==> src/rtl/cfr_pkg.sv <==
// Function
// - Force command applies only to relays selected in the permit mask.
// - Command carries one bit per relay: trip, alarm, aux one, aux two.
// - Permitted command bit one energizes, zero de-energizes the relay.
// - Each relay has its own latched or pulsed output style.
// - Latched relay forced on stays on until a zero bit arrives.
// - Pulsed relay forced on stays on for its hold duration, down-counted.
// - Hold duration programmable 0.5 s to 5000.0 s in 0.1 s steps.
// - Hold duration defaults to 0.5 s per relay.
// - Energize during running pulse reloads full duration and restarts countdown.
// - Latched forced relay cleared only by command or power cycle.
// - Any test override other than disabled blocks all force commands.
package cfr_pkg;
  localparam int          NUM_RELAYS      = 4;
  localparam int          RELAY_TRIP      = 0;
  localparam int          RELAY_ALARM     = 1;
  localparam int          RELAY_AUX_ONE   = 2;
  localparam int          RELAY_AUX_TWO   = 3;
  localparam int          DUR_W           = 16;
  localparam logic [15:0] DUR_MIN         = 16'h0005;
  localparam logic [15:0] DUR_MAX         = 16'hc350;
  localparam logic [15:0] DUR_DEFAULT     = 16'h0005;
  localparam int          CLK_HZ          = 250_000_000;
  localparam int          TICK_MS         = 100;
  localparam int          TICK_CYCLES     = CLK_HZ / 1000 * TICK_MS;
  localparam int          TICK_W          = 25;
  // Register byte addresses
  localparam logic [5:0]  ADDR_COMMAND    = 6'h00;
  localparam logic [5:0]  ADDR_PERMIT     = 6'h04;
  localparam logic [5:0]  ADDR_STYLE      = 6'h08;
  localparam logic [5:0]  ADDR_OVERRIDE   = 6'h0c;
  localparam logic [5:0]  ADDR_STATUS     = 6'h10;
  localparam logic [5:0]  ADDR_DUR_BASE   = 6'h20;
  localparam logic [5:0]  ADDR_TMR_BASE   = 6'h30;
  localparam int          OVR_W           = 2;
  localparam logic [1:0]  OVR_DISABLED    = 2'h0;
  localparam int          ST_BLOCKED_BIT  = 4;
  localparam int          ST_REJECT_BIT   = 5;
  typedef enum logic {CFR_LATCHED, CFR_PULSED} cfr_style_e;
endpackage : cfr_pkg

==> src/rtl/cfr_forced_relay.sv <==
`timescale 1ns/100ps
module cfr_forced_relay
#(
  // Cycles per 0.1 s hold tick
  parameter int TICK_LEN = cfr_pkg::TICK_CYCLES
)
(
  // Clock and reset
  input  wire logic        clk,
  input  wire logic        srst,
  // Avalon-MM slave
  input  wire logic [5:0]  avs_address,
  input  wire logic        avs_read,
  input  wire logic        avs_write,
  input  wire logic [31:0] avs_writedata,
  input  wire logic [3:0]  avs_byteenable,
  output logic [31:0]      avs_readdata,
  output logic             avs_waitrequest,
  output logic [1:0]       avs_response,
  // Relay drives
  output logic [cfr_pkg::NUM_RELAYS-1:0] relay_energize
);
  import cfr_pkg::*;

  logic [NUM_RELAYS-1:0]       permit_reg;
  logic [NUM_RELAYS-1:0]       style_reg;
  logic [OVR_W*NUM_RELAYS-1:0] override_reg;
  logic [DUR_W-1:0]            dur_reg [NUM_RELAYS];
  logic [DUR_W-1:0]            timer   [NUM_RELAYS];
  logic [NUM_RELAYS-1:0]       relay_on;
  logic [NUM_RELAYS-1:0]       apply;
  logic                        blocked;
  logic                        reject_reg;
  logic                        ack_reg;
  logic                        tick;
  logic                        wr_go;
  logic                        rd_go;
  logic                        mapped;
  logic [31:0]                 wdata;
  logic [DUR_W-1:0]            dur_next;

  // One-cycle wait state, answered next edge
  assign avs_waitrequest = (avs_read || avs_write) && !ack_reg;
  assign wr_go = avs_write && !ack_reg;
  assign rd_go = avs_read && !ack_reg;

  always_comb
  begin
    wdata = '0;
    for (int b = 0; b < 4; b++)
      if (avs_byteenable[b])
        wdata[b*8 +: 8] = avs_writedata[b*8 +: 8];
  end

  always_ff @(posedge clk)
  begin
    if (srst)
      ack_reg <= 1'b0;
    else
      ack_reg <= (avs_read || avs_write) && !ack_reg;
  end

  // Any non-disabled override blocks forcing
  always_comb
  begin
    blocked = 1'b0;
    for (int i = 0; i < NUM_RELAYS; i++)
      if (override_reg[i*OVR_W +: OVR_W] != OVR_DISABLED)
        blocked = 1'b1;
  end

  // Clamp duration writes into legal range
  always_comb
  begin
    dur_next = wdata[DUR_W-1:0];
    if (dur_next < DUR_MIN)
      dur_next = DUR_MIN;
    else if (dur_next > DUR_MAX)
      dur_next = DUR_MAX;
  end

  // Only permitted relays see the command
  always_comb
  begin
    for (int i = 0; i < NUM_RELAYS; i++)
      apply[i] = wr_go && avs_address == ADDR_COMMAND && !blocked
                 && permit_reg[i];
  end

  always_ff @(posedge clk)
  begin
    if (srst)
    begin
      permit_reg   <= '0;
      style_reg    <= '0;
      override_reg <= '0;
    end
    else if (wr_go)
    begin
      if (avs_address == ADDR_PERMIT)
        permit_reg <= wdata[NUM_RELAYS-1:0];
      if (avs_address == ADDR_STYLE)
        style_reg <= wdata[NUM_RELAYS-1:0];
      if (avs_address == ADDR_OVERRIDE)
        override_reg <= wdata[OVR_W*NUM_RELAYS-1:0];
    end
  end

  always_ff @(posedge clk)
  begin
    for (int i = 0; i < NUM_RELAYS; i++)
    begin
      if (srst)
        dur_reg[i] <= DUR_DEFAULT;
      else if (wr_go && avs_address == ADDR_DUR_BASE + 6'(4 * i))
        dur_reg[i] <= dur_next;
    end
  end

  // Sticky rejected-command flag, cleared by writing one
  always_ff @(posedge clk)
  begin
    if (srst)
      reject_reg <= 1'b0;
    else if (wr_go && avs_address == ADDR_COMMAND && blocked)
      reject_reg <= 1'b1;
    else if (wr_go && avs_address == ADDR_STATUS && wdata[ST_REJECT_BIT])
      reject_reg <= 1'b0;
  end

  cfr_tick #(.CYCLES(TICK_LEN)) u_tick
  (
    .clk  (clk),
    .srst (srst),
    .tick (tick)
  );

  for (genvar g = 0; g < NUM_RELAYS; g++)
  begin : g_chan
    cfr_relay_chan u_chan
    (
      .clk      (clk),
      .srst     (srst),
      .tick     (tick),
      .apply    (apply[g]),
      .cmd_bit  (wdata[g]),
      .style    (cfr_style_e'(style_reg[g])),
      .duration (dur_reg[g]),
      .relay_on (relay_on[g]),
      .timer    (timer[g])
    );
  end

  assign relay_energize = relay_on;

  always_comb
  begin
    mapped = 1'b0;
    if (avs_address == ADDR_COMMAND || avs_address == ADDR_PERMIT
        || avs_address == ADDR_STYLE || avs_address == ADDR_OVERRIDE
        || avs_address == ADDR_STATUS)
      mapped = 1'b1;
    for (int i = 0; i < NUM_RELAYS; i++)
      if (avs_address == ADDR_DUR_BASE + 6'(4 * i)
          || avs_address == ADDR_TMR_BASE + 6'(4 * i))
        mapped = 1'b1;
  end

  always_ff @(posedge clk)
  begin
    if (srst)
    begin
      avs_readdata <= '0;
      avs_response <= 2'h0;
    end
    else if (rd_go || wr_go)
    begin
      avs_response <= mapped ? 2'h0 : 2'h3;
      avs_readdata <= '0;
      if (rd_go)
      begin
        case (avs_address)
          ADDR_COMMAND:  avs_readdata <= 32'(relay_on);
          ADDR_PERMIT:   avs_readdata <= 32'(permit_reg);
          ADDR_STYLE:    avs_readdata <= 32'(style_reg);
          ADDR_OVERRIDE: avs_readdata <= 32'(override_reg);
          ADDR_STATUS:   avs_readdata <= 32'({reject_reg, blocked, relay_on});
          default:
          begin
            for (int i = 0; i < NUM_RELAYS; i++)
            begin
              if (avs_address == ADDR_DUR_BASE + 6'(4 * i))
                avs_readdata <= 32'(dur_reg[i]);
              if (avs_address == ADDR_TMR_BASE + 6'(4 * i))
                avs_readdata <= 32'(timer[i]);
            end
          end
        endcase
      end
    end
  end
endmodule : cfr_forced_relay

==> src/rtl/cfr_tick.sv <==
`timescale 1ns/100ps
module cfr_tick
  import cfr_pkg::*;
#(
  parameter int CYCLES = TICK_CYCLES
)
(
  // Clock and reset
  input  wire logic clk,
  input  wire logic srst,
  // Output
  output logic      tick
);
  logic [TICK_W-1:0] cnt_reg;

  always_ff @(posedge clk)
  begin
    if (srst || cnt_reg == TICK_W'(CYCLES - 1))
      cnt_reg <= '0;
    else
      cnt_reg <= cnt_reg + TICK_W'(1);
  end

  always_ff @(posedge clk)
  begin
    if (srst)
      tick <= 1'b0;
    else
      tick <= (cnt_reg == TICK_W'(CYCLES - 1));
  end
endmodule : cfr_tick

==> src/rtl/cfr_relay_chan.sv <==
`timescale 1ns/100ps
module cfr_relay_chan
  import cfr_pkg::*;
(
  // Clock and reset
  input  wire logic             clk,
  input  wire logic             srst,
  input  wire logic             tick,
  // Command
  input  wire logic             apply,
  input  wire logic             cmd_bit,
  input  wire cfr_pkg::cfr_style_e style,
  input  wire logic [DUR_W-1:0] duration,
  // State
  output logic                  relay_on,
  output logic [DUR_W-1:0]      timer
);
  always_ff @(posedge clk)
  begin
    if (srst)
    begin
      relay_on <= 1'b0;
      timer    <= '0;
    end
    else if (apply)
    begin
      relay_on <= cmd_bit;
      if (cmd_bit && style == CFR_PULSED)
        timer <= duration;
      else
        timer <= '0;
    end
    else if (tick && timer != '0)
    begin
      timer <= timer - DUR_W'(1);
      if (timer == DUR_W'(1))
        relay_on <= 1'b0;
    end
  end
endmodule : cfr_relay_chan

==> config.mk <==
export PLATFORM = sky130hd
export DESIGN_NAME = cfr_forced_relay
export DESIGN_NICKNAME = d
export VERILOG_FILES = /design/src/rtl/cfr_pkg.sv /design/src/rtl/cfr_forced_relay.sv /design/src/rtl/cfr_tick.sv /design/src/rtl/cfr_relay_chan.sv
export SDC_FILE = /design/constraint.sdc
export NUM_CORES = 1
export LEC_CHECK = 0
export BUFFER_PORTS_ARGS = -buffer_cell sky130_fd_sc_hd__buf_2
export CORE_ASPECT_RATIO = 0.7
export CORE_MARGIN = 3
export CORE_UTILIZATION = 42
export CTS_BUF_LIST = sky130_fd_sc_hd__clkbuf_8 sky130_fd_sc_hd__clkbuf_16
export DETAILED_ROUTE_END_ITERATION = 8
export GPL_ROUTABILITY_DRIVEN = 0
export PLACE_DENSITY_LB_ADDON = 0.05
export SLEW_MARGIN = 25
export SYNTH_ARGS = -nofsm -noshare
export SYNTH_HDL_FRONTEND = slang
export SYNTH_SLANG_ARGS = --single-unit
==> constraint.sdc <==
create_clock -name clk -period 2.8 [get_ports clk]
set_input_delay 0.14 -clock clk [delete_from_list [all_inputs] [get_ports clk]]
set_output_delay 0.14 -clock clk [all_outputs]
set_load 0.01 [all_outputs]
# Word-level counts from Yosys, hierarchy flattened
# Memory sizes are Yosys's and may differ from the RTL's.
# Index checks and enable logic that the tools add are counted.
dict set report classes {
  add_sub_neg 5
  multipliers 0
  div_mod_pow 0
  magnitude_cmp 2
  eq_ne 17
  shifts 0
  n_mux 68
  bitwise 4
  n_reduce_logical 62
}
# cell count
set op_table {}
lappend op_table {{$mux 16} 19}
lappend op_table {{$mux 32} 8}
lappend op_table {{$pmux 32 s5} 1}
lappend op_table {{$eq 16x1->1 const B} 4}
lappend op_table {{$reduce_bool 16->1} 4}
lappend op_table {{$sub 16x1->16 const B} 4}
lappend op_table {{$eq 6x6->1 const B} 8}
lappend op_table {{$mux 1} 37}
lappend op_table {{$reduce_bool 2->1} 13}
lappend op_table {{$add 25x1->25 const B} 1}
lappend op_table {{$eq 25x25->1 const B} 1}
lappend op_table {{$logic_and 1x1->1} 24}
lappend op_table {{$gt 16x16->1 const B} 1}
lappend op_table {{$lt 16x3->1 const B} 1}
lappend op_table {{$mux 8} 2}
lappend op_table {{$reduce_and 2->1} 7}
lappend op_table {{$eq 6x4->1 const B} 2}
lappend op_table {{$logic_or 1x1->1} 11}
lappend op_table {{$eq 6x3->1 const B} 1}
lappend op_table {{$eq 6x5->1 const B} 1}
lappend op_table {{$logic_not 6->1} 1}
lappend op_table {{$or 1x1->1} 4}
lappend op_table {{$logic_not 1->1} 2}
lappend op_table {{$mux 2} 1}
dict set report totals {
  reg_bits 146
  latchBits 0
  ram_bits 64
  rom_bits 0
  input_bits 46
  out_inout_bits 39
  wordCells 176
  memories 1
}
# memory words width rd rd_ports_with_merged_regs wr line_no
set mem_list {}
lappend mem_list {dur_reg 4 16 4 0 4 cfr_forced_relay.sv:28} ;# logic [DUR_W-1:0] dur_reg [NUM_RELAYS];

# Depth between registers and ports, before layout
# Gate-level depths: netlist (run 1).
dict set report logic_depth {
  word_depth 11
  depth_mapped 9
  depth_no_buf 7
}

# Cells and area by module
# Synthesis (run 1) repeated with hierarchy kept, for this count alone.
dict set report hier_totals {
  cells_unflattened 1259
  area_unflattened_um2 11018.1
}
# mod n_inst cells_each area_each_um2
set by_module_without_submodules {}
lappend by_module_without_submodules {cfr_forced_relay 1 552 5393.9}
lappend by_module_without_submodules {{cfr_relay_chan at g_chan[0].u_chan ...} 3 141 1068.5}
lappend by_module_without_submodules {cfr_tick 1 137 1212.4}
lappend by_module_without_submodules {{cfr_relay_chan at g_chan[3].u_chan} 1 147 1206.2}

# Worst setup path before layout (run 1)
# Ideal clock, no wire load.
dict set report synth_timing {
  path_type {input to register}
  from {in avs_address[4]}
  to {mem dur_reg[2][0], enable pin}
  setup_ps 392
  t_arrival_ps 2033
  slack_ps 375
  stages 5
  n_path_buf 2
  path_cell_list {clkbuf_1 -> nor4b_1 -> clkbuf_1 -> nand2_1 -> o21bai_1}
}
# element line_no
set synth_lines {}
lappend synth_lines {{start, declared} cfr_forced_relay.sv:12} ;# input wire logic [5:0] avs_address,
lappend synth_lines {{end, declared} cfr_forced_relay.sv:28}

# Final worst setup path (run 1)
dict set report layout_timing {
  from {reg ack_reg}
  to {reg g_chan[2].u_chan.timer[2]}
}
dict set report layout_via {
  elab_chain_cells 6
  word_cells_on_any_way 7
}
# element line_no
set layout_lines {}
lappend layout_lines {{start, declared} cfr_forced_relay.sv:34} ;# logic ack_reg;
lappend layout_lines {{start signal, assigned} cfr_forced_relay.sv:60} ;# ack_reg <= (avs_read || avs_write) && !ack_reg;
lappend layout_lines {{$logic_not 1->1 *} cfr_forced_relay.sv:44} ;# assign wr_go = avs_write && !ack_reg;
lappend layout_lines {{$logic_and 1x1->1 *} cfr_forced_relay.sv:44}
lappend layout_lines {{$logic_and 1x1->1 * (2 in series)} cfr_forced_relay.sv:86} ;# apply[i] = wr_go && avs_address == ADDR_COMMAND && !blocked
lappend layout_lines {{$logic_and 1x1->1 *} cfr_forced_relay.sv:87} ;# && permit_reg[i];
lappend layout_lines {{$mux 16 / $reduce_bool 2->1 (equally long branches)} n/a}
lappend layout_lines {{end signal, assigned} cfr_relay_chan.sv:29} ;# timer <= duration;
lappend layout_lines {{end signal, assigned} cfr_relay_chan.sv:35} ;# timer <= timer - DUR_W'(1);
lappend layout_lines {{end, declared} cfr_relay_chan.sv:16} ;# output logic [DUR_W-1:0] timer
# Mark *: on every way between the ends. The rest lies on a longest branch, timed or not.
# A chain may end at the register's enable or synchronous reset.

==> results of run 1 <==
final timing paths:
| check | start | to | depth (start not counted) |
|---|---|---|---|
| setup reg to reg | ack_reg | g_chan[2].u_chan.timer[2] | 8 |
| hold reg to reg | u_tick.cnt_reg[0] | u_tick.cnt_reg[0] | 1 |
| setup / recovery | ack_reg | g_chan[2].u_chan.timer[2] | 8 |
| hold / removal | avs_writedata[4] | override_reg[4] | 3 |
cell usage in the layout (no fill, tap or decap), types with 31 or more instances in the layout:
master | synthesis | final
a211oi_1 | 33 | 33
a21oi_1 | 56 | 56
a22o_1 | 35 | 35
buf_2 | 6 | 50
buf_4 | 21 | 53
dfxtp_1 | 129 | 129
edfxtp_1 | 64 | 64
nand2_1 | 123 | 123
nand3_1 | 64 | 64
nor2_1 | 151 | 151
nor3_1 | 33 | 33
o21ai_0 | 31 | 31
cell type report:
class,instances,area [um^2]
tap,325,407
fill,2425,12800
clock inverter,14,120
multi-input combinational,929,5710
clock buffer,18,439
sequential,193,4500
timing repair buffer,107,698
inverter,28,105
kinds of logic (layout without fill, tap and decap cells):
kind of cell	count (synthesis)	in the layout
and+or+nand+nor	531	531
AOI/OAI and AO/OA	299	299
DFF	193	193
buffers and inverters	118	167
xor gates and xnor gates	48	48
muxes	26	26
adders and majority gates	9	9
other	1	16
worst min-delay path: stages:
cell     delay (ns)
buf_2          0.15
nand3_1        0.09
a21oi_1        0.05
power by group:
part	leakage, nW	total (mW)	switching [mW]	internal, mW
Combinational	2.42	0.434	0.310	0.124
Clock	0.280	2.42	1.23	1.19
Sequential	1.67	2.97	0.0399	2.93
Total	4.37	5.82	1.58	4.24
metal layers:
layer / track usage [%] / routed length (um) / vias up
li1: - / - / 4662
met1: 46.7 / 19700 / 4811
met2: 34.9 / 14400 / 450
met3: 6.12 / 3500 / 23
met4: 5.44 / 546 / 0
met5: 0 / 0 / -
what timing repair did:
item / CTS / global route
hold endpoints to repair: 3 / 0
resized for setup: 0 / 0
hold buffers: 3 / 0
==> summary.md, run 1 <==
| Metric | Value |
|---|---|
| Mapped Area | 10,700 um^2 |
| Req. time, crit path | 3.14 ns |
| Tcrit/Tclk final | 90.0% |
| Post-Place Worst Slack | 0.304 ns |
| CP dominant cell by count | buf_4 |
| First-pass GRT wire length | 57,700 um |
| Clock slew at reported path FFs | 0.07 ns |
| Final core utilization | 48.3% |
| Final setup vio count | 0 |
| RSZ-0062 raised after global routing | false |
| Crit-path cells | or4b_1 -> buf_4 -> nor4_4 -> buf_4 -> and2_1 -> buf_4 -> a211oi_1 -> a2111oi_2 |
| # diodes | 0 |
| Vias in the first global route | 8,973 |
| H-tree depth | 4 |
| Critical path's top delay family | simple AND/OR/NAND/NOR gates |
| Compound-cell area share of the yosys netlist | 20.1% |
| Clk_lat worst skew | 0.45 ns |
| Max stage delay cell, worst path | or4b_1 |
| Iter 0 DRT Violations | 1,120 |
| Final worst slack | 0.281 ns |
| Post-synthesis cell type count | 75 |
| Synth top area share | 24.2% |
| Status | completed |
| Share of post-route cells with drive strength above 1 | 13.0% |
| Worst EP arrival | 2.86 ns |
| Adder-Cell Fraction of Synth Area | 1.05% |
| Worst Path Buf+Inv | 3 |
| Top Ports | 85 |
| Max_cap viols | 0 |
| Hold Path Class | primary input to flip-flop |
| Post-Place Cells | 1,579 |
| Max Fanout on Critical Path | 10 |
| Tot Pwr | 5.82 mW |
| Dpl hpwl | 29,100 um |
| TritonCTS buffer count | 17 |
| Setup TNS | 0 ns |
| Post-Synthesis Cells | 1,225 |
| Worst slew pin tran | 0.932 ns |
| Synth Area per Inst | 8.71 um^2 |
| Fin area | 12,000 um^2 |
| # nets final | 1,331 |
| Seq/Total Area, Yosys | 42.2% |
| Asr flop ratio synth | 0% |
| Post-CTS setup buffers | 0 |
| Sink Count | 193 |
| Syn-to-layout area delta | 12.3% |
| Non-Filler Instances | 1,614 |
| Clock buffer depth | 2 |
| Die width | 197 um |
| Total die area | 27,400 um^2 |
| Max VDD drop | 0.392 mV |
| Largest net degree at the start of global routing | 80 |
| Seq cells post-synth | 193 |
| Vias per cell | 6.16 |
| Synth Area in Simple Gates | 24.9% |
| Clk root buf | clkbuf_16 |
| Clock Skew | 0.0114 ns |
| Port bufs | 50 |
| Antenna Nets Post-Route | 0 |
| Critical Path Start Type | flip-flop |
| Initial Util | 43.0% |
| Most common library cells after synthesis | 151 x nor2_1, 129 x dfxtp_1, 123 x nand2_1 |
| Post-synth EDFFs | 64 |
| FMAX | 397 MHz |
| Leakage power | 4.37 nW |
| Post-DR wirelength/cell | 23.7 um |
| Min Tclk post-route | 2.52 ns |
| Final WL | 38,200 um |
| Cell accounting for the most synthesized area | dfxtp_1 |
| Grt total ovfl | 0 |
| Main area contributors after synthesis | dfxtp_1 24%, edfxtp_1 18%, nor2_1 5.3%, nand2_1 4.3%, nand3_1 3.0% |
| Most used DFF post-synth | dfxtp_1 |
| Slowest cell delay on critical path | 0.64 ns |
| Die height | 139 um |
| Final slew viol count | 0 |
| Xor-xnor portion of the synthesized cell area | 3.94% |
| DR pass1 iterations | 5 |
| Via count | 9,946 |
| Area after DPL | 11,400 um^2 |
| Critical path class | flip-flop to flip-flop |
| Synth warnings | 0 |
| Worst rel slew slack | 37.9% |
| Most frequent cell after synthesis | nor2_1 |
| Final hold vios | 0 |
| TritonCTS clock tree | built |
| DRC viols | 0 |
| Largest family of logic cells by synthesized area | simple AND/OR/NAND/NOR gates |
| Register-to-register setup slack | 0.28 ns |
| Core Area | 24,800 um^2 |
| Hold slack | 0.0345 ns |
| All-Layer GR Usage | 27.7% |
| Std-Cell Rows | 48 |
| CP Capture Type | flip-flop |
| Initial antenna violation count | 0 |
| Post-synthesis mux area share | 2.80% |
| P per Cell Area | 485 nW/um^2 |
No activity file was read; power rests on OpenSTA's default activity.
==> run 2: changes to the inputs <==
==> constraint.sdc (replaced) <==
create_clock -name clk -period 2.7 [get_ports clk]
set_input_delay 0.135 -clock clk [delete_from_list [all_inputs] [get_ports clk]]
set_output_delay 0.135 -clock clk [all_outputs]
set_load 0.01 [all_outputs]
==> run 2 against run 1 <==
  * Combinational power grew 3%
  * Global-route usage grew 0.25 points
  * First-iteration DRC count grew 6.5%
  * Total power grew 7.3%
  * Die area is the same
  * Critical path type unchanged
  * Critical endpoint is now g_chan[2].u_chan.timer[7]
==> summary.md, run 2 (synthesized netlist as in run 1, its figures left out) <==
| Metric | Value |
|---|---|
| Port bufs | 50 (unchanged) |
| Max VDD drop | 0.451 mV (was 0.392 mV) |
| Via count | 10,103 (was 9,946) |
| Share of post-route cells with drive strength above 1 | 13.1% (was 13.0%) |
| DRC viols | 0 (unchanged) |
| Std-Cell Rows | 48 (unchanged) |
| TritonCTS buffer count | 17 (unchanged) |
| Post-cts resize count | 0 (unchanged) |
| M1 wire length | 18,800 um (was 19,700 um) |
| Worst EP arrival | 2.90 ns (was 2.86 ns) |
| DR pass1 iterations | 5 (unchanged) |
| Vias in the first global route | 9,123 (was 8,973) |
| Clk root buf | clkbuf_16 (unchanged) |
| Setup TNS | 0 ns (unchanged) |
| Most frequent cells in the layout | 151 x nor2_1, 129 x dfxtp_1, 123 x nand2_1, 64 x nand3_1, 64 x edfxtp_1 (unchanged) |
| Final setup vio count | 0 (unchanged) |
| # nets final | 1,334 (was 1,331) |
| Core Area | 24,800 um^2 (unchanged) |
| Met2 Routed Length | 14,200 um (was 14,400 um) |
| Commonest non-fill, non-tap cell in the layout | nor2_1 (unchanged) |
| Die width | 197 um (unchanged) |
| Largest net degree at the start of global routing | 80 (unchanged) |
| FMAX | 393 MHz (was 397 MHz) |
| All-Layer GR Usage | 27.9% (was 27.7%) |
| Total die area | 27,400 um^2 (unchanged) |
| Clock slew at reported path FFs | 0.07 ns (about the same) |
| Syn-to-layout area delta | 13.0% (was 12.3%) |
| Antenna Nets Post-Route | 0 (unchanged) |
| Clock network power share | 43.6% (was 41.6%) |
| Status | completed (unchanged) |
| CP dominant cell by count | buf_4 (unchanged) |
| RSZ-0062 raised after global routing | false (unchanged) |
| TritonCTS clock tree | built (unchanged) |
| First-pass GRT wire length | 57,900 um (was 57,700 um) |
| Final slew viol count | 0 (unchanged) |
| P_int | 4.63 mW (was 4.24 mW) |
| Top sig layer | met4 (unchanged) |
| CP Capture Type | flip-flop (unchanged) |
| Critical Path Start Type | flip-flop (unchanged) |
| Max_cap viols | 0 (unchanged) |
| Clock buffer depth | 2 (unchanged) |
| Metal3 WL | 4900 um (was 3500 um) |
| Net switching power | 1.61 mW (was 1.58 mW) |
| Post-CTS setup buffers | 0 (unchanged) |
| Leakage power | 4.42 nW (was 4.37 nW) |
| Clk_lat worst skew | 0.45 ns (about the same) |
| Max stage delay cell, worst path | or4b_1 (unchanged) |
| Flop pwr share | 49.2% (was 51.0%) |
| Worst slew pin tran | 0.886 ns (was 0.932 ns) |
| Combinational share of power | 7.1% (was 7.5%) |
| Clock Skew | 0.0124 ns (was 0.0114 ns) |
| Initial antenna violation count | 1 (was 0) |
| Max Fanout on Critical Path | 7 (was 10) |
| Worst rel slew slack | 40.9% (was 37.9%) |
| Vias per cell | 6.25 (was 6.16) |
| # diodes | 0 (unchanged) |
| Req. time, crit path | 3.06 ns (was 3.14 ns) |
| Slowest cell delay on critical path | 0.64 ns (about the same) |
| Sink Count | 193 (unchanged) |
| Sw Ratio | 25.8% (was 27.1%) |
| Top Ports | 85 (unchanged) |
| P per Cell Area | 518 nW/um^2 (was 485 nW/um^2) |
| Min Tclk post-route | 2.55 ns (was 2.52 ns) |
| Post-DR wirelength/cell | 23.9 um (was 23.7 um) |
| Tcrit/Tclk final | 94.3% (was 90.0%) |
| Initial Util | 43.0% (unchanged) |
| Grt total ovfl | 0 (unchanged) |
| Critical path class | flip-flop to flip-flop (unchanged) |
| Hold Path Class | primary input to flip-flop (unchanged) |
| Die height | 139 um (unchanged) |
| Final WL | 38,700 um (was 38,200 um) |
| Tot Pwr | 6.25 mW (was 5.82 mW) |
| Iter 0 DRT Violations | 1,193 (was 1,120) |
| Final hold vios | 0 (unchanged) |
| Dpl hpwl | 29,200 um (was 29,100 um) |
| H-tree depth | 4 (unchanged) |
| Crit-path cells | or4b_1 -> buf_4 -> nor4_4 -> buf_4 -> and2_1 -> buf_4 -> nor2_1 -> a211oi_1 (was or4b_1 -> buf_4 -> nor4_4 -> buf_4 -> and2_1 -> buf_4 -> a211oi_1 -> a2111oi_2) |
run 2: changes by cell type in the layout (fill, tap and decap cells not counted), sizes merged:
| cell | before | now |
|---|---|---|
| buf | 104 | 108 |
| dlygate4sd3 | 3 | 2 |
| bufinv | 0 | 3 |
| clkbuf | 18 | 17 |
| inv | 35 | 38 |
| clkinv | 7 | 2 |
run 2: routing by layer:
| metal | global-route usage (%) | up-vias |
|---|---|---|
| li1 | - | 4666 |
| met3 | 10.2 | 38 |
| met5 | 0 | - |
| met4 | 6.37 | 0 |
| met2 | 34.7 | 525 |
| met1 | 44.6 | 4874 |
run 2: path summary, 6_finish.rpt:
path / from / end / slack, ns / depth (start not counted)
min: avs_writedata[4] / override_reg[4] / 0.02 / 3
max: ack_reg / g_chan[2].u_chan.timer[7] / 0.15 / 8
min reg2reg: u_tick.cnt_reg[0] / u_tick.cnt_reg[0] / 0.46 / 1
max reg2reg: ack_reg / g_chan[2].u_chan.timer[7] / 0.15 / 8
run 2: power groups by stage:
stage	clock (mW)	sequential, mW	combinational, mW
finish	2.72	3.08	0.446
global route	2.87	3.08	0.469
CTS	2.74	3.07	0.430
detailed placement	0	3.14	0.427
global placement	0	3.14	0.428
floorplan	0	3.12	0.250
run 2: cell type report:
type | count | area [um^2]
fillers | 2413 | 12700
well taps | 325 | 407
flip-flops and latches | 193 | 4500
inverters | 28 | 105
repair buffers | 110 | 731
clock buffers | 17 | 425
clock inverters | 15 | 176
multi-input cells | 929 | 5710
run 2: what timing repair did:
item | in CTS | in global routing
hold endpoints to repair | 2 | 0
hold buffers | 2 | 0
setup endpoints to repair | 0 | 0
run 2: per-stage QoR:
stage	setup slack, ns	area (um^2)	util [%]	instances	hold WS (ns)
after floorplan	0.280	10700	-	1240	0.282
after global placement	0.229	11400	46.1	1583	0.432
after detailed placement	0.214	11400	46.1	1583	0.442
after CTS	0.185	12100	48.6	1617	0.00217
after global routing	0.0139	12100	48.6	1617	0.0208
final	0.153	12100	48.6	1617	0.0245
run 2: critical path: cells and delay by family, from the launching register on:
family                 cells  cell delay, ns
AO/OA/AOI/OAI              1            0.24
buffers and inverters      3            0.62
flip-flops                 1            0.36
AND/OR/NAND/NOR            4            1.24
==> run 3: changes to the inputs <==
--- a/config.mk
+++ b/config.mk
@@ -5,7 +5,7 @@
 export SDC_FILE = /design/constraint.sdc
 export NUM_CORES = 1
 export LEC_CHECK = 0
-export BUFFER_PORTS_ARGS = -buffer_cell sky130_fd_sc_hd__buf_2
+export BUFFER_PORTS_ARGS = -buffer_cell sky130_fd_sc_hd__buf_4
 export CORE_ASPECT_RATIO = 0.7
 export CORE_MARGIN = 3
 export CORE_UTILIZATION = 42
==> run 3 against run 2 <==
  * Worst hold slack gained 0.049 ns
  * Final cell count grew 0.37%
  * Utilization grew 0.49 points
  * Die area is the same
  * Combinational power grew 4%
  * Routed wire length shrank 0.62%
==> summary.md, run 3 (synthesized netlist as in run 1, its figures left out) <==
| Metric | Value |
|---|---|
| Port bufs | 50 (unchanged) |
| Clock Skew | 0.0103 ns (was 0.0124 ns) |
| Max stage delay cell, worst path | or4b_1 (unchanged) |
| TritonCTS buffer count | 17 (unchanged) |
| H-tree depth | 4 (unchanged) |
| Hold Path Class | primary input to flip-flop (unchanged) |
| Slowest cell delay on critical path | 0.71 ns (was 0.64 ns) |
| Final WL | 38,400 um (was 38,700 um) |
| DR pass1 iterations | 5 (unchanged) |
| Worst rel slew slack | 39.4% (was 40.9%) |
| Dpl hpwl | 29,400 um (was 29,200 um) |
| Clock slew at reported path FFs | 0.07 ns (about the same) |
| Post-DR wirelength/cell | 23.7 um (was 23.9 um) |
| Non-Filler Instances | 1,623 (was 1,617) |
| Clk_lat worst skew | 0.45 ns (about the same) |
| Post-Place Cells | 1,587 (was 1,583) |
| All-Layer GR Usage | 27.9% (about the same) |
| Core Area | 24,800 um^2 (unchanged) |
| Min Tclk post-route | 2.53 ns (was 2.55 ns) |
| Worst slew pin tran | 0.908 ns (was 0.886 ns) |
| Clock buffer depth | 2 (unchanged) |
| Sink Count | 193 (unchanged) |
| Sw Ratio | 26.4% (was 25.8%) |
| Final hold vios | 0 (unchanged) |
| Status | completed (unchanged) |
| Max_cap viols | 0 (unchanged) |
| Fin area | 12,200 um^2 (was 12,100 um^2) |
| Post-CTS setup buffers | 0 (unchanged) |
| CP Capture Type | flip-flop (unchanged) |
| Grt total ovfl | 0 (unchanged) |
| Setup TNS | 0 ns (unchanged) |
| Clk root buf | clkbuf_16 (unchanged) |
| P per Cell Area | 500 nW/um^2 (was 518 nW/um^2) |
| Clock network power share | 41.9% (was 43.6%) |
| DRC viols | 0 (unchanged) |
| FMAX | 395 MHz (was 393 MHz) |
| Worst EP arrival | 2.93 ns (was 2.90 ns) |
| RSZ-0062 raised after global routing | false (unchanged) |
| Largest net degree at the start of global routing | 30 (was 80) |
| P_int | 4.48 mW (was 4.63 mW) |
| Crit-path cells | or4b_1 -> nor4_4 -> buf_4 -> nand2_2 -> nor3_4 -> a22o_1 (was or4b_1 -> buf_4 -> nor4_4 -> buf_4 -> and2_1 -> buf_4 -> nor2_1 -> a211oi_1) |
| Max VDD drop | 0.455 mV (was 0.451 mV) |
| # diodes | 0 (unchanged) |
| Net switching power | 1.61 mW (about the same) |
| Total die area | 27,400 um^2 (unchanged) |
| Initial Util | 43.0% (unchanged) |
| Commonest non-fill, non-tap cell in the layout | nor2_1 (unchanged) |
| Post-Place Worst Slack | 0.158 ns (was 0.214 ns) |
| Final slew viol count | 0 (unchanged) |
| Std-Cell Rows | 48 (unchanged) |
| Syn-to-layout area delta | 14.2% (was 13.0%) |
| Antenna Nets Post-Route | 0 (unchanged) |
| Via count | 10,066 (was 10,103) |
| TritonCTS clock tree | built (unchanged) |
| Most frequent cells in the layout | 151 x nor2_1, 129 x dfxtp_1, 123 x nand2_1, 112 x buf_4 (was 151 x nor2_1, 129 x dfxtp_1, 123 x nand2_1, 64 x nand3_1, 64 x edfxtp_1) |
| Critical Path Start Type | flip-flop (unchanged) |
| Critical path class | flip-flop to flip-flop (unchanged) |
| Area after DPL | 11,600 um^2 (was 11,400 um^2) |
| Combinational share of power | 7.6% (was 7.1%) |
| Final setup vio count | 0 (unchanged) |
| Max Fanout on Critical Path | 10 (was 7) |
| Iter 0 DRT Violations | 1,382 (was 1,193) |
| Initial antenna violation count | 0 (was 1) |
| Vias in the first global route | 8,948 (was 9,123) |
| Die width | 197 um (unchanged) |
| Flop pwr share | 50.5% (was 49.2%) |
| Die height | 139 um (unchanged) |
| # nets final | 1,340 (was 1,334) |
| Final worst slack | 0.166 ns (was 0.153 ns) |
| Leakage power | 4.45 nW (was 4.42 nW) |
| Vias per cell | 6.20 (was 6.25) |
| Share of post-route cells with drive strength above 1 | 13.4% (was 13.1%) |
| Req. time, crit path | 3.09 ns (was 3.06 ns) |
| Top Ports | 85 (unchanged) |
| First-pass GRT wire length | 57,800 um (was 57,900 um) |
| Tcrit/Tclk final | 93.9% (was 94.3%) |
[run 3: changes by cell type in the layout (fill, tap and decap cells not counted), moves of 2 or more]
cell and delta:
clkinv_4 +3, dlygate4sd3_1 +2, buf_4 +56, bufinv_16 -3, buf_2 -50, clkbuf_16 +2
buf_12 -2, inv_6 -4
[run 3: per-stage QoR]
step / power (mW) / utilization, % / hold slack [ns]
after floorplan: 3.37 / - / 0.282
after CTS: 6.10 / 49.1 / 0.0523
after global placement: 3.59 / 46.7 / 0.432
after global routing: 6.26 / 49.1 / 0.0776
final: 6.09 / 49.1 / 0.0733
after detailed placement: 3.59 / 46.7 / 0.442
[run 3: final cells by class]
cell class	instances	area (um^2)
multi-input combinational	929	5710
fill	2436	12600
timing repair buffer	116	881
tap	325	407
sequential	193	4500
clock buffer	19	475
clock inverter	13	98.8
inverter	28	105
[run 3: routing by layer]
layer	global-route usage (%)	vias up	wire [um]
met5	0	-	0
met2	35.2	516	14500
met4	5.40	0	512
met3	4.86	27	4200
met1	47.9	4860	19200
li1	-	4663	-
[run 3: final timing paths]
kind         depth (start not counted)                         to              start  slack [ns]
max                                  6  g_chan[1].u_chan.timer[3]            ack_reg        0.17
min                                  2            avs_response[0]               srst        0.07
max reg2reg                          6  g_chan[1].u_chan.timer[3]            ack_reg        0.17
min reg2reg                          1          u_tick.cnt_reg[0]  u_tick.cnt_reg[0]        0.45
[run 3: power by group through the flow]
stage | clock network, mW | registers [mW] | logic, mW
floorplan | 0 | 3.12 | 0.250
global placement | 0 | 3.14 | 0.444
detailed placement | 0 | 3.14 | 0.444
CTS | 2.57 | 3.07 | 0.450
global route | 2.70 | 3.08 | 0.485
finish | 2.55 | 3.08 | 0.464
[run 3: critical path: cells and delay by family (launching register included)]
kind	cells	cell delay (ns)
buffers and inverters	1	0.24
AND/OR/NAND/NOR	4	1.65
AO/OA/AOI/OAI	1	0.22
flip-flops	1	0.36
[run 3: timing repair]
item,4_1_cts,5_1_grt
endpoints found under the hold margin,4,0
setup endpoints to repair,0,10
hold buffers,4,0
gates resized for setup,0,0
